<file path="src/objdict_pkg.sv">
package objdict_pkg;
    localparam logic [15:0] IDX_DEVICE_TYPE = 16'h1000;
    localparam logic [15:0] IDX_FAULT = 16'h1001;
    localparam logic [15:0] IDX_NAME = 16'h1008;
    localparam logic [15:0] IDX_HW_VER = 16'h1009;
    localparam logic [15:0] IDX_SW_VER = 16'h100a;
    localparam logic [15:0] IDX_STORE = 16'h1010;
    localparam logic [15:0] IDX_RESTORE = 16'h1011;
    localparam logic [15:0] IDX_IDENTITY = 16'h1018;
    localparam logic [15:0] IDX_APP_BASE = 16'h6000;
    localparam int APP_SLOTS = 4;
    localparam logic [1:0] APP_SPEED_SLOT = 2'h0;
    localparam logic [7:0] SUB_ALL = 8'h01;
    localparam logic [7:0] SUB_COMM = 8'h02;
    localparam logic [7:0] SUB_APP = 8'h03;
    localparam logic [7:0] STORE_HIGHEST = 8'h03;
    localparam logic [7:0] RESTORE_HIGHEST = 8'h03;
    localparam logic [7:0] IDENTITY_HIGHEST = 8'h04;
    localparam logic [31:0] SIG_SAVE = 32'h65766173;
    localparam logic [31:0] SIG_LOAD = 32'h64616f6c;
    localparam logic [15:0] PROFILE_NUMBER = 16'h0192;
    localparam logic [7:0] TYPE_SERVO = 8'h2a;
    localparam logic [7:0] TYPE_CONVERTER = 8'h29;
    localparam logic [7:0] MODE_BITS = 8'h00;
    localparam logic [7:0] SETUP_MOTION = 8'h40;
    localparam logic [7:0] FAULT_ANY = 8'h01;
    localparam logic [31:0] STORE_CAPS = 32'h00000001;
    localparam logic [31:0] APP_DEFAULT = 32'h00000000;
    localparam logic [39:0] SECONDS_PER_MINUTE = 40'h000000003c;
    typedef enum logic [1:0] {
        ST_IDLE = 2'b00,
        ST_RELOAD = 2'b01,
        ST_STORE = 2'b10
    } state_t;
endpackage : objdict_pkg

</file>
<file path="src/nv_param_store.sv">
`timescale 1ns/1ps
module nv_param_store (
    input wire logic core_clk,
    input wire logic nvEraseN,
    input wire logic wrEn,
    input wire logic [1:0] wrSlot,
    input wire logic [31:0] wrData,
    input wire logic [1:0] rdSlot,
    output logic [31:0] rdData,
    output logic rdValid
);
    typedef struct packed {
        logic [objdict_pkg::APP_SLOTS-1:0][31:0] mem;
        logic [objdict_pkg::APP_SLOTS-1:0] valid;
    } nv_t;

    nv_t cur;
    nv_t next_cur;

    // Erase only on its own reset so the core reset models a power cycle
    always_comb begin
        next_cur = cur;
        if (wrEn) begin
            next_cur.mem[wrSlot] = wrData;
            next_cur.valid[wrSlot] = 1'b1;
        end
    end

    always_ff @(posedge core_clk or negedge nvEraseN) begin
        if (!nvEraseN) begin
            cur <= '0;
        end else begin
            cur <= next_cur;
        end
    end

    assign rdData = cur.mem[rdSlot];
    assign rdValid = cur.valid[rdSlot];
endmodule : nv_param_store

</file>
<file path="src/object_dictionary_store_restore.sv">
`timescale 1ns/1ps
module object_dictionary_store_restore #(
    parameter logic [31:0] MAKER_CODE = 32'h00000a5a, // Arbitrary value
    parameter logic [31:0] PART_CODE = 32'h00000001,
    parameter logic [31:0] SYSTEM_REVISION = 32'h00000001,
    parameter logic [31:0] UNIT_SERIAL = 32'h00000001,
    parameter logic [31:0] NAME_TEXT = 32'h4a424f44,
    parameter logic [31:0] HW_TEXT = 32'h31305748,
    parameter logic [31:0] SW_TEXT = 32'h302e3176
) (
    input wire logic core_clk,
    input wire logic rstn,
    input wire logic nvEraseN,
    input wire logic sdoReq,
    input wire logic sdoWrite,
    input wire logic [15:0] sdoIndex,
    input wire logic [7:0] sdoSubIndex,
    input wire logic [31:0] sdoWrData,
    output logic sdoReady,
    output logic sdoAck,
    output logic sdoAbort,
    output logic [31:0] sdoRdData,
    input wire logic legacyFirmware,
    input wire logic [7:0] driveSetup,
    input wire logic deviceFault,
    input wire logic [7:0] faultCode,
    input wire logic [7:0] pole_pair_count,
    output logic driveParamWr,
    output logic [1:0] driveParamSlot,
    output logic [31:0] driveParamData,
    output logic commStorePulse,
    output logic commRestorePulse
);
    typedef struct packed {
        objdict_pkg::state_t state;
        logic [1:0] ptr;
        logic [objdict_pkg::APP_SLOTS-1:0][31:0] app;
        logic ack;
        logic abort;
        logic [31:0] rdData;
        logic drvWr;
        logic [1:0] drvSlot;
        logic [31:0] drvData;
        logic commStore;
        logic commRestore;
    } regs_t;

    localparam regs_t REGS_RESET = '{
        state: objdict_pkg::ST_RELOAD,
        ptr: 2'h0,
        app: '0,
        ack: 1'b0,
        abort: 1'b0,
        rdData: 32'h00000000,
        drvWr: 1'b0,
        drvSlot: 2'h0,
        drvData: 32'h00000000,
        commStore: 1'b0,
        commRestore: 1'b0
    };

    regs_t cur;
    regs_t next_cur;
    logic take;
    logic isApp;
    logic [1:0] appSlot;
    logic [7:0] typeField;
    logic [31:0] deviceType;
    logic [7:0] faultSummary;
    logic nvWrEn;
    logic [1:0] nvRdSlot;
    logic [31:0] nvRdData;
    logic nvRdValid;

    // Speed objects are rpm; the drive wants frequency
    function automatic logic [31:0] driveValue(input logic [1:0] slot, input logic [31:0] data,
                                               input logic [7:0] pp);
        logic [39:0] prod;
        prod = 40'({8'h00, data} * {32'h00000000, pp});
        if (slot == objdict_pkg::APP_SPEED_SLOT) begin
            driveValue = 32'(prod / objdict_pkg::SECONDS_PER_MINUTE);
        end else begin
            driveValue = data;
        end
    endfunction : driveValue

    // Legacy builds decide the type from the drive setup
    assign typeField = (legacyFirmware && driveSetup != objdict_pkg::SETUP_MOTION) ?
                       objdict_pkg::TYPE_CONVERTER : objdict_pkg::TYPE_SERVO;
    assign deviceType = {objdict_pkg::MODE_BITS, typeField, objdict_pkg::PROFILE_NUMBER};
    // A fault with a zero code must still read nonzero
    assign faultSummary = !deviceFault ? 8'h00 :
                          (faultCode != 8'h00 ? faultCode : objdict_pkg::FAULT_ANY);

    assign take = sdoReq && sdoReady;
    assign isApp = (sdoIndex[15:2] == objdict_pkg::IDX_APP_BASE[15:2]) && sdoSubIndex == 8'h00;
    assign appSlot = sdoIndex[1:0];
    assign nvWrEn = cur.state == objdict_pkg::ST_STORE;
    assign nvRdSlot = cur.ptr;

    nv_param_store u_nv (
        .core_clk(core_clk),
        .nvEraseN(nvEraseN),
        .wrEn(nvWrEn),
        .wrSlot(cur.ptr),
        .wrData(cur.app[cur.ptr]),
        .rdSlot(nvRdSlot),
        .rdData(nvRdData),
        .rdValid(nvRdValid)
    );

    always_comb begin
        next_cur = cur;
        next_cur.ack = 1'b0;
        next_cur.abort = 1'b0;
        next_cur.drvWr = 1'b0;
        next_cur.commStore = 1'b0;
        next_cur.commRestore = 1'b0;
        case (cur.state)
            objdict_pkg::ST_RELOAD: begin
                // Only saved slots reach the drive; unsaved ones keep the zero that reset loaded
                if (nvRdValid) begin
                    next_cur.app[cur.ptr] = nvRdData;
                    next_cur.drvWr = 1'b1;
                    next_cur.drvSlot = cur.ptr;
                    next_cur.drvData = driveValue(cur.ptr, nvRdData, pole_pair_count);
                end
                next_cur.ptr = 2'(cur.ptr + 2'h1);
                if (cur.ptr == 2'(objdict_pkg::APP_SLOTS - 1)) begin
                    next_cur.state = objdict_pkg::ST_IDLE;
                end
            end
            objdict_pkg::ST_STORE: begin
                next_cur.ptr = 2'(cur.ptr + 2'h1);
                if (cur.ptr == 2'(objdict_pkg::APP_SLOTS - 1)) begin
                    next_cur.state = objdict_pkg::ST_IDLE;
                end
            end
            default: begin
                if (take) begin
                    next_cur.ack = 1'b1;
                    next_cur.rdData = 32'h00000000;
                    if (sdoWrite) begin
                        if (sdoIndex == objdict_pkg::IDX_STORE &&
                            sdoSubIndex >= objdict_pkg::SUB_ALL && sdoSubIndex <= objdict_pkg::SUB_APP) begin
                            if (sdoWrData != objdict_pkg::SIG_SAVE) begin
                                next_cur.abort = 1'b1;
                            end else begin
                                if (sdoSubIndex != objdict_pkg::SUB_APP) begin
                                    next_cur.commStore = 1'b1;
                                end
                                if (sdoSubIndex != objdict_pkg::SUB_COMM) begin
                                    next_cur.state = objdict_pkg::ST_STORE;
                                    next_cur.ptr = 2'h0;
                                end
                            end
                        end else if (sdoIndex == objdict_pkg::IDX_RESTORE &&
                            sdoSubIndex >= objdict_pkg::SUB_ALL && sdoSubIndex <= objdict_pkg::SUB_APP) begin
                            if (sdoWrData != objdict_pkg::SIG_LOAD) begin
                                next_cur.abort = 1'b1;
                            end else begin
                                if (sdoSubIndex != objdict_pkg::SUB_APP) begin
                                    next_cur.commRestore = 1'b1;
                                end
                                if (sdoSubIndex != objdict_pkg::SUB_COMM) begin
                                    next_cur.app = '0;
                                    for (int i = 0; i < objdict_pkg::APP_SLOTS; i++) begin
                                        next_cur.app[i] = objdict_pkg::APP_DEFAULT;
                                    end
                                end
                            end
                        end else if (isApp) begin
                            next_cur.app[appSlot] = sdoWrData;
                            next_cur.drvWr = 1'b1;
                            next_cur.drvSlot = appSlot;
                            next_cur.drvData = driveValue(appSlot, sdoWrData, pole_pair_count);
                        end else begin
                            next_cur.abort = 1'b1;
                        end
                    end else begin
                        if (sdoIndex == objdict_pkg::IDX_DEVICE_TYPE && sdoSubIndex == 8'h00) begin
                            next_cur.rdData = deviceType;
                        end else if (sdoIndex == objdict_pkg::IDX_FAULT && sdoSubIndex == 8'h00) begin
                            next_cur.rdData = {24'h000000, faultSummary};
                        end else if (sdoIndex == objdict_pkg::IDX_NAME && sdoSubIndex == 8'h00) begin
                            next_cur.rdData = NAME_TEXT;
                        end else if (sdoIndex == objdict_pkg::IDX_HW_VER && sdoSubIndex == 8'h00) begin
                            next_cur.rdData = HW_TEXT;
                        end else if (sdoIndex == objdict_pkg::IDX_SW_VER && sdoSubIndex == 8'h00) begin
                            next_cur.rdData = SW_TEXT;
                        end else if (sdoIndex == objdict_pkg::IDX_STORE && sdoSubIndex == 8'h00) begin
                            next_cur.rdData = {24'h000000, objdict_pkg::STORE_HIGHEST};
                        end else if (sdoIndex == objdict_pkg::IDX_RESTORE && sdoSubIndex == 8'h00) begin
                            next_cur.rdData = {24'h000000, objdict_pkg::RESTORE_HIGHEST};
                        end else if ((sdoIndex == objdict_pkg::IDX_STORE ||
                                      sdoIndex == objdict_pkg::IDX_RESTORE) &&
                                     sdoSubIndex <= objdict_pkg::SUB_APP) begin
                            next_cur.rdData = objdict_pkg::STORE_CAPS;
                        end else if (sdoIndex == objdict_pkg::IDX_IDENTITY && sdoSubIndex == 8'h00) begin
                            next_cur.rdData = {24'h000000, objdict_pkg::IDENTITY_HIGHEST};
                        end else if (sdoIndex == objdict_pkg::IDX_IDENTITY && sdoSubIndex == 8'h01) begin
                            next_cur.rdData = MAKER_CODE;
                        end else if (sdoIndex == objdict_pkg::IDX_IDENTITY && sdoSubIndex == 8'h02) begin
                            next_cur.rdData = PART_CODE;
                        end else if (sdoIndex == objdict_pkg::IDX_IDENTITY && sdoSubIndex == 8'h03) begin
                            next_cur.rdData = SYSTEM_REVISION;
                        end else if (sdoIndex == objdict_pkg::IDX_IDENTITY && sdoSubIndex == 8'h04) begin
                            next_cur.rdData = UNIT_SERIAL;
                        end else if (isApp) begin
                            next_cur.rdData = cur.app[appSlot];
                        end else begin
                            next_cur.abort = 1'b1;
                        end
                    end
                end
            end
        endcase
    end

    always_ff @(posedge core_clk or negedge rstn) begin
        if (!rstn) begin
            cur <= REGS_RESET;
        end else begin
            cur <= next_cur;
        end
    end

    // Requests wait during reload and store so the copy is never torn
    assign sdoReady = cur.state == objdict_pkg::ST_IDLE;
    assign sdoAck = cur.ack;
    assign sdoAbort = cur.abort;
    assign sdoRdData = cur.rdData;
    assign driveParamWr = cur.drvWr;
    assign driveParamSlot = cur.drvSlot;
    assign driveParamData = cur.drvData;
    assign commStorePulse = cur.commStore;
    assign commRestorePulse = cur.commRestore;

    property p_type_field;
        @(posedge core_clk) disable iff (!rstn)
        deviceType[31:24] == 8'h00 && deviceType[15:0] == 16'h0192 &&
        deviceType[23:16] == ((legacyFirmware && driveSetup != 8'h40) ? 8'h29 : 8'h2a);
    endproperty
    a_type_field: assert property (p_type_field) else $error("device type field wrong");

    property p_fault;
        @(posedge core_clk) disable iff (!rstn)
        take && !sdoWrite && sdoIndex == 16'h1001 && sdoSubIndex == 8'h00 |=>
        ((sdoRdData != 32'h0) == $past(deviceFault)) && !sdoAbort;
    endproperty
    a_fault: assert property (p_fault) else $error("fault summary wrong");

    property p_store_go;
        @(posedge core_clk) disable iff (!rstn)
        take && sdoWrite && sdoIndex == 16'h1010 && sdoSubIndex == 8'h03 && sdoWrData == 32'h65766173 |=>
        nvWrEn [*4] ##1 sdoReady;
    endproperty
    a_store_go: assert property (p_store_go) else $error("store did not copy four slots");

    property p_store_bad;
        @(posedge core_clk) disable iff (!rstn)
        take && sdoWrite && sdoIndex == 16'h1010 && sdoSubIndex inside {[8'h01:8'h03]} &&
        sdoWrData != 32'h65766173 |=> sdoAck && sdoAbort && !nvWrEn && !commStorePulse;
    endproperty
    a_store_bad: assert property (p_store_bad) else $error("bad save not aborted");

    property p_load_bad;
        @(posedge core_clk) disable iff (!rstn)
        take && sdoWrite && sdoIndex == 16'h1011 && sdoSubIndex inside {[8'h01:8'h03]} &&
        sdoWrData != 32'h64616f6c |=> sdoAbort && $stable(cur.app);
    endproperty
    a_load_bad: assert property (p_load_bad) else $error("bad load changed objects");

    property p_load_go;
        @(posedge core_clk) disable iff (!rstn)
        take && sdoWrite && sdoIndex == 16'h1011 && sdoSubIndex == 8'h03 && sdoWrData == 32'h64616f6c |=>
        cur.app == '0 && !sdoAbort;
    endproperty
    a_load_go: assert property (p_load_go) else $error("restore left objects set");

    property p_reload;
        @(posedge core_clk) disable iff (!rstn)
        cur.state == objdict_pkg::ST_RELOAD && nvRdValid |=> driveParamWr && driveParamSlot == $past(cur.ptr);
    endproperty
    a_reload: assert property (p_reload) else $error("saved value not reloaded");

    property p_unsaved;
        @(posedge core_clk) disable iff (!rstn)
        cur.state == objdict_pkg::ST_RELOAD && !nvRdValid |=> !driveParamWr;
    endproperty
    a_unsaved: assert property (p_unsaved) else $error("unsaved slot pushed to drive");

    property p_convert;
        @(posedge core_clk) disable iff (!rstn)
        take && sdoWrite && isApp && appSlot == 2'h0 |=>
        driveParamData == 32'(({8'h00, $past(sdoWrData)} * {32'h0, $past(pole_pair_count)}) / 40'd60);
    endproperty
    a_convert: assert property (p_convert) else $error("speed conversion wrong");

    property p_highest;
        @(posedge core_clk) disable iff (!rstn)
        take && !sdoWrite && sdoIndex == 16'h1018 && sdoSubIndex == 8'h00 |=> sdoRdData == 32'h4;
    endproperty
    a_highest: assert property (p_highest) else $error("identity highest sub-index wrong");

    property p_store_highest;
        @(posedge core_clk) disable iff (!rstn)
        take && !sdoWrite && sdoIndex == 16'h1010 && sdoSubIndex == 8'h00 |=> sdoRdData == 32'h3;
    endproperty
    a_store_highest: assert property (p_store_highest) else $error("store highest sub-index wrong");

    property p_restore_highest;
        @(posedge core_clk) disable iff (!rstn)
        take && !sdoWrite && sdoIndex == 16'h1011 && sdoSubIndex == 8'h00 |=> sdoRdData == 32'h3;
    endproperty
    a_restore_highest: assert property (p_restore_highest) else $error("restore highest wrong");

    // Sub-index 2 acts on communication data only, so no copy cycles follow
    property p_comm_store;
        @(posedge core_clk) disable iff (!rstn)
        take && sdoWrite && sdoIndex == 16'h1010 && sdoSubIndex == 8'h02 && sdoWrData == 32'h65766173 |=>
        sdoAck && !sdoAbort && commStorePulse && sdoReady;
    endproperty
    a_comm_store: assert property (p_comm_store) else $error("comm store wrong");

    property p_comm_restore;
        @(posedge core_clk) disable iff (!rstn)
        take && sdoWrite && sdoIndex == 16'h1011 && sdoSubIndex == 8'h02 && sdoWrData == 32'h64616f6c |=>
        commRestorePulse && !sdoAbort && $stable(cur.app);
    endproperty
    a_comm_restore: assert property (p_comm_restore) else $error("comm restore wrong");

    property p_ro_write;
        @(posedge core_clk) disable iff (!rstn)
        take && sdoWrite && sdoIndex inside {16'h1000, 16'h1001, 16'h1008, 16'h1009, 16'h100a, 16'h1018} |=>
        sdoAck && sdoAbort;
    endproperty
    a_ro_write: assert property (p_ro_write) else $error("read-only write not aborted");

    c_store: cover property (@(posedge core_clk) disable iff (!rstn) nvWrEn ##4 sdoReady);
    c_abort: cover property (@(posedge core_clk) disable iff (!rstn) sdoAck && sdoAbort);
    c_comm_restore: cover property (@(posedge core_clk) disable iff (!rstn) commRestorePulse);
    c_convert: cover property (@(posedge core_clk) disable iff (!rstn) driveParamWr && driveParamSlot == 2'h0);
    c_reload: cover property (@(posedge core_clk) disable iff (!rstn) cur.state == objdict_pkg::ST_RELOAD
                              && nvRdValid);
endmodule : object_dictionary_store_restore

</file>
<file path="config.mk">
export PLATFORM = sky130hd
export DESIGN_NAME = object_dictionary_store_restore
export DESIGN_NICKNAME = d
export VERILOG_FILES = /design/src/objdict_pkg.sv /design/src/nv_param_store.sv /design/src/object_dictionary_store_restore.sv
export SDC_FILE = /design/constraint.sdc
export NUM_CORES = 2
export LEC_CHECK = 0
export BUFFER_PORTS_ARGS = -buffer_cell sky130_fd_sc_hd__buf_2
export CAP_MARGIN = 25
export CORE_AREA = 2 2 433 435
export CTS_CLUSTER_DIAMETER = 100
export DETAILED_ROUTE_END_ITERATION = 7
export DIE_AREA = 0 0 435 437
export GPL_TIMING_DRIVEN = 0
export PLACE_DENSITY_LB_ADDON = 0.2
export SLEW_MARGIN = 20
export SYNTH_ARGS = -nofsm -noshare
export SYNTH_HDL_FRONTEND = slang
export SYNTH_SLANG_ARGS = --single-unit
</file>
<file path="constraint.sdc">
create_clock -name core_clk -period 19.92 [get_ports core_clk]
set_input_delay 0.996 -clock core_clk [delete_from_list [all_inputs] [get_ports core_clk]]
set_output_delay 0.996 -clock core_clk [all_outputs]
set_load 0.1 [all_outputs]
</file>
=== Word-level counts from Yosys, hierarchy flattened ===
Index checks and enable logic that the tools add are counted.

* Word-level logic and storage cells: 187
* Register bits after elaboration: 335

* Reduce and logical (&&, ||, !) cells: 42
* Magnitude comparators: 6
* Multiplexer cells: 84
* Div/mod/pow operators: 2
* Add/sub/neg operators: 1
* $mul: 2
* Bitwise logic cells: 3
* Equal/unequal tests: 28

{| class="wikitable"
|+ Operators by type and width
! kind !! number
|-
| $mux W128 || 6
|-
| $mux W32 || 22
|-
| $bwmux W128 || 3
|-
| $pmux W128 S2 || 1
|-
| $mux W203 || 1
|-
| $bmux W32 S2 || 3
|-
| $mux W35 || 4
|-
| $mux W132 || 1
|-
| $demux W32 S2 || 2
|-
| $eq A16 B13 Y1 const B || 8
|-
| $div A40 B6 Y40 const B || 2
|-
| $mul A32 B8 Y40 || 2
|-
| $pmux W35 S2 || 1
|-
| $ne A32 B31 Y1 const B || 2
|-
| $mux W37 || 1
|-
| $mux W34 || 1
|-
| $mux W1 || 27
|-
| $logic_and A1 B1 Y1 || 22
|-
| $eq A8 B2 Y1 const B || 2
|-
| $mux W4 || 4
|-
| $mux W8 || 2
|-
| $ne A8 B2 Y1 const B || 2
|-
| $eq A14 B13 Y1 const B || 1
|-
| $reduce_bool A2 Y1 || 7
|-
| 29 further kinds || 41
|}

=== Depth between registers and ports, before layout ===
* Depth after elaboration: 19
* Gate-level depth with buffers: 82
* Mapped depth without buffers: 67

=== Hierarchy ===
Synthesis repeated with hierarchy kept, for this count alone.

* Cell total of the unflattened synthesis: 5131
* Area total of the unflattened synthesis: 44691.6 µm²

{| class="wikitable"
|+ By module, submodules not included
! module !! times used !! cells an instance !! area an instance (µm²)
|-
| object_dictionary_store_restore || 1 || 4810 || 38987.4
|-
| nv_param_store || 1 || 321 || 5704.2
|}

=== Least setup slack after synthesis ===
Ideal clock, no wire load.

* Path type: flip-flop to flip-flop
* Start point: reg cur, in the netlist nvRdSlot[0]
* End point: reg cur, in the netlist driveParamData[0]
* Data arrival time: 19.093 ns
* Stages on the path, launching flop included: 73
* Data required time: 19.836 ns
* Setup time: 0.084 ns
* Setup slack: 0.743 ns
* Period minus slack after synthesis: 19.177 ns
* Cell sequence: dfrtp_1 -> clkbuf_1 -> buf_1 -> mux4_2 -> clkbuf_1 -> and2_1 -> fa_1 -> fa_1 -> fa_1 -> inv_1 -> fa_1 -> inv_1 -> ha_1 -> buf_6 -> a21oi_2 -> o22ai_1 -> or4_4 -> o21ba_1 -> (+37 left out) -> o31ai_4 -> and2_1 -> nand2_1 -> a21oi_1 -> mux2_2 -> nor3_1 -> o21ai_1 -> a211oi_2 -> o21ai_1 -> a21oi_1 -> o22ai_1 -> a22oi_1 -> mux2_2 -> o21ai_2 -> xor2_1 -> and3_1 -> o211ai_2 -> a41oi_2

* Word-level cells in the longest chain between the ends: 7

{| class="wikitable"
|+ Ends and longest elaborated chain
! element !! RTL line !! source
|-
| start: declaration || object_dictionary_store_restore.sv:62 || <nowiki>regs_t cur;</nowiki>
|-
| start signal: assignment || object_dictionary_store_restore.sv:224 || <nowiki>cur <= next_cur;</nowiki>
|-
| $bmux W32 S2 || nv_param_store.sv:37 || <nowiki>assign rdData = cur.mem[rdSlot];</nowiki>
|-
| $mux W32 (implied by the code) || nv_param_store.sv:37 ||
|-
| $mul A32 B8 Y40 || object_dictionary_store_restore.sv:79 || <nowiki>prod = 40'({8'h00, data} * {32'h00000000, pp});</nowiki>
|-
| $div A40 B6 Y40 || object_dictionary_store_restore.sv:81 || <nowiki>driveValue = 32'(prod / objdict_pkg::SECONDS_PER_MINUTE);</nowiki>
|-
| $mux W32 || object_dictionary_store_restore.sv:80 || <nowiki>if (slot == objdict_pkg::APP_SPEED_SLOT) begin</nowiki>
|-
| $mux W35 || object_dictionary_store_restore.sv:122 || <nowiki>if (nvRdValid) begin</nowiki>
|-
| $pmux W35 S2 || object_dictionary_store_restore.sv:119 || <nowiki>case (cur.state)</nowiki>
|}

Parallel ways exist; a longest one is shown, timed or not. The select of a mux whose other input is x is not followed.
A chain may end at the register's enable or synchronous reset.

=== Worst setup path after layout ===
Ends and elaborated chain as after synthesis.

==> reports/qor.yml <==
run:
  cap_viol_max_count: 0
setup_path:
  critPathMaxStageDelay_ns: 0.67
  timing.critical_path.mode_cell: "buf_4"
  r2r-end: "driveParamData[0]"
  reg2regPathDepth: 75
  rr_startpoint: "nvRdSlot[0]"
  reg2reg_slack_ns: 0.07
  worst-path-max-fanout: 10
  start_kind: "flip-flop"
  crit_required_ns: 20.37
  crit_arrival_ns: 20.31
  critPathCaptureType: "flip-flop"
  cpMaxStageDelayCell: "mux4_2"
  worstSetupPathType: "flip-flop to flip-flop"
detailed_routing:
  wl_per_cell_um: 25.0
  vias: 44200
  first_iter_violations: 4036
  firstDrtPassIters: 6
  via_per_inst: 5.42
  drc: 0
  detail-route-antenna-nets: 0
  drt_wl_total_um: 204000
layout:
  final_cell_mix: "nand2_1 (429), inv_1 (399), and2_1 (374), nor2_1 (364), fa_1 (360)"
  drive_above_1_share: 0.241
  area_growth_pct: 21.7
  stdcell_count: 8158
  final_common_cell: "nand2_1"
  fin_util: 0.303
  nets: 6212
clock_tree:
  cts-root-buf: "clkbuf_16"
  clkTransAtPathRegs_ns: 0.06
  hold_buffers: 0
  htree_levels: 2
  clk-insertion-delay-late_ns: 0.62
  cts_buffers: 42
  cts_buffer_depth: 3
  cts.sink_count: 335
  cts_tree: "done"
synth:
  synth_edf_count: 0
  syn_area_per_cell_um2: 8.73
  netlist_area_um2: 46000
  ys_seq_area_frac: 0.182
  syn_nets: 5845
  synthCells: 5271
  postSynthRegisterBits: 335
  synth-main-ff-cell: "dfrtp_1"
  synth_warnings: 0
  synth-async-reset-ratio: 1.00
  synth_cell_types: 152
sta:
  post-route-period-util: 0.997
  tightest_slew_ns: 1.23
  fin_crit_ns: 19.85
  skew_ns: 0.0455
  timing.final.ws_setup_ns: 0.0653
  rsz0062_at_grt: "true"
  fmax_mhz: 50.4
  slew_headroom: 0.173
  setup_violations: 0
  slew_violations: 0
  hold_viol: 0
  holdWs_ns: 0.347
global_route:
  grt_max_degree: 88
  grt_overflow: 0
  antenna_found_initial: 18
  grt_pass1_vias: 43100
  grt_pass1_wl_um: 298000
  grt.total_usage: 0.207
floorplan:
  core_area_um2: 185000
  start_util: 0.249
  die_h_um: 437
  dieArea_um2: 190000
  die_w_um: 435
  rows: 158
  io-pin-count: 159
hold_path:
  hold_path.class: "primary input to async pin"
placed_design:
  pre_cts_ws_ns: -4.05
  io_buffers: 149
  gp_congestion: 0.931
  placed_cells: 7913
  place_hpwl_um: 159000
run_status:
  status: "complete, no violations"
==> cell type report <==
cell class / count / area (um^2)
buffer: 329 / 1930
fill: 19800 / 129000
antenna: 8 / 20.0
multi-input combinational: 4137 / 36600
tap: 2480 / 3100
timing repair buffer: 394 / 2880
clock buffer: 61 / 1260
clock inverter: 15 / 303
inverter: 399 / 1500
sequential: 335 / 8390
==> worst max-delay path by stage <==
stage,startpoint,end,slack (ns),cells past startpoint
finish,nvRdSlot[0],driveParamData[0],0.07,75
global route,nvRdSlot[0],driveParamData[0],-0.77,75
CTS,sdoWrData[24],driveParamData[0],0.007,72
detailed placement,nvRdSlot[1],driveParamData[2],-4.05,72
global placement,nvRdSlot[0],driveParamData[2],-4.81,72
floorplan,nvRdSlot[0],driveParamData[0],0.74,72
==> routing by layer <==
metal | GRT usage | up-vias | wire (um)
li1 | - | 19700 | -
met1 | 0.270 | 22700 | 85500
met4 | 0.104 | 4 | 11800
met2 | 0.332 | 1499 | 95100
met3 | 0.0288 | 347 | 11600
met5 | 0 | - | 31
==> cells in the mapped netlist, drive strengths merged, types with 29 or more instances <==
cell,count,area share
a211oi,67,0.013
a21o,52,0.0085
a21oi,369,0.041
a22oi,142,0.024
a31oi,73,0.010
and2,383,0.052
and3,37,0.0054
buf,141,0.020
clkbuf,262,0.021
dfrtp,334,0.18
fa,360,0.16
ha,127,0.035
inv,399,0.033
mux2,152,0.038
mux2i,30,0.0081
mux4,96,0.047
nand2,446,0.037
nand3,104,0.012
nand4,54,0.0079
nor2,390,0.032
nor3,94,0.012
nor4,40,0.0063
o211ai,84,0.015
o21a,62,0.010
o21ai,219,0.025
o221ai,30,0.0060
o22ai,29,0.0041
o31ai,30,0.0058
or2,38,0.0052
or3,42,0.0064
xnor2,92,0.018
xor2,49,0.0093
==> worst max-delay path, delay by kind of cell (launching register included) <==
| kind | cells | cell delay (ns) |
|---|---|---|
| muxes | 4 | 1.73 |
| buffers and inverters | 12 | 1.84 |
| xor gates and xnor gates | 1 | 0.13 |
| AOI/OAI and AO/OA | 35 | 8.76 |
| adders and majority gates | 6 | 2.77 |
| DFF | 1 | 0.41 |
| and+or+nand+nor | 17 | 4.05 |
==> through the flow <==
step / instance area [um^2] / setup TNS [ns]
detailed placement: 50100 / -25.72
floorplan: 46000 / 0
CTS: 54100 / 0
global route: 56000 / -1.79
finish: 56000 / 0
global placement: 49900 / -34.31
==> timing repair <==
item	CTS	global route
pin swaps	62	99
resized for setup	341	245
setup endpoints to repair	10	5
gates cloned	5	1
buffers inserted	131	94
==> kinds of logic after synthesis <==
family          count (synthesis)  synth area share
buf+inv                       802            0.0735
compound gates               1498             0.239
xor+xnor                      142            0.0280
flops                         335             0.182
fa+ha+maj                     492             0.192
simple gates                 1724             0.192
mux                           278            0.0929
==> state kept, by name, indices dropped and copies added, names as in the netlist <==
register / count
cur: 130
sdoAbort: 1
u_nv.cur: 132
commRestorePulse: 1
sdoAck: 1
nvRdSlot: 2
sdoRdData: 32
driveParamData: 32
commStorePulse: 1
driveParamWr: 1
driveParamSlot: 2
Power is not shown: default switching activity piles up to over one toggle a cycle in this logic, so the estimate is an artifact.
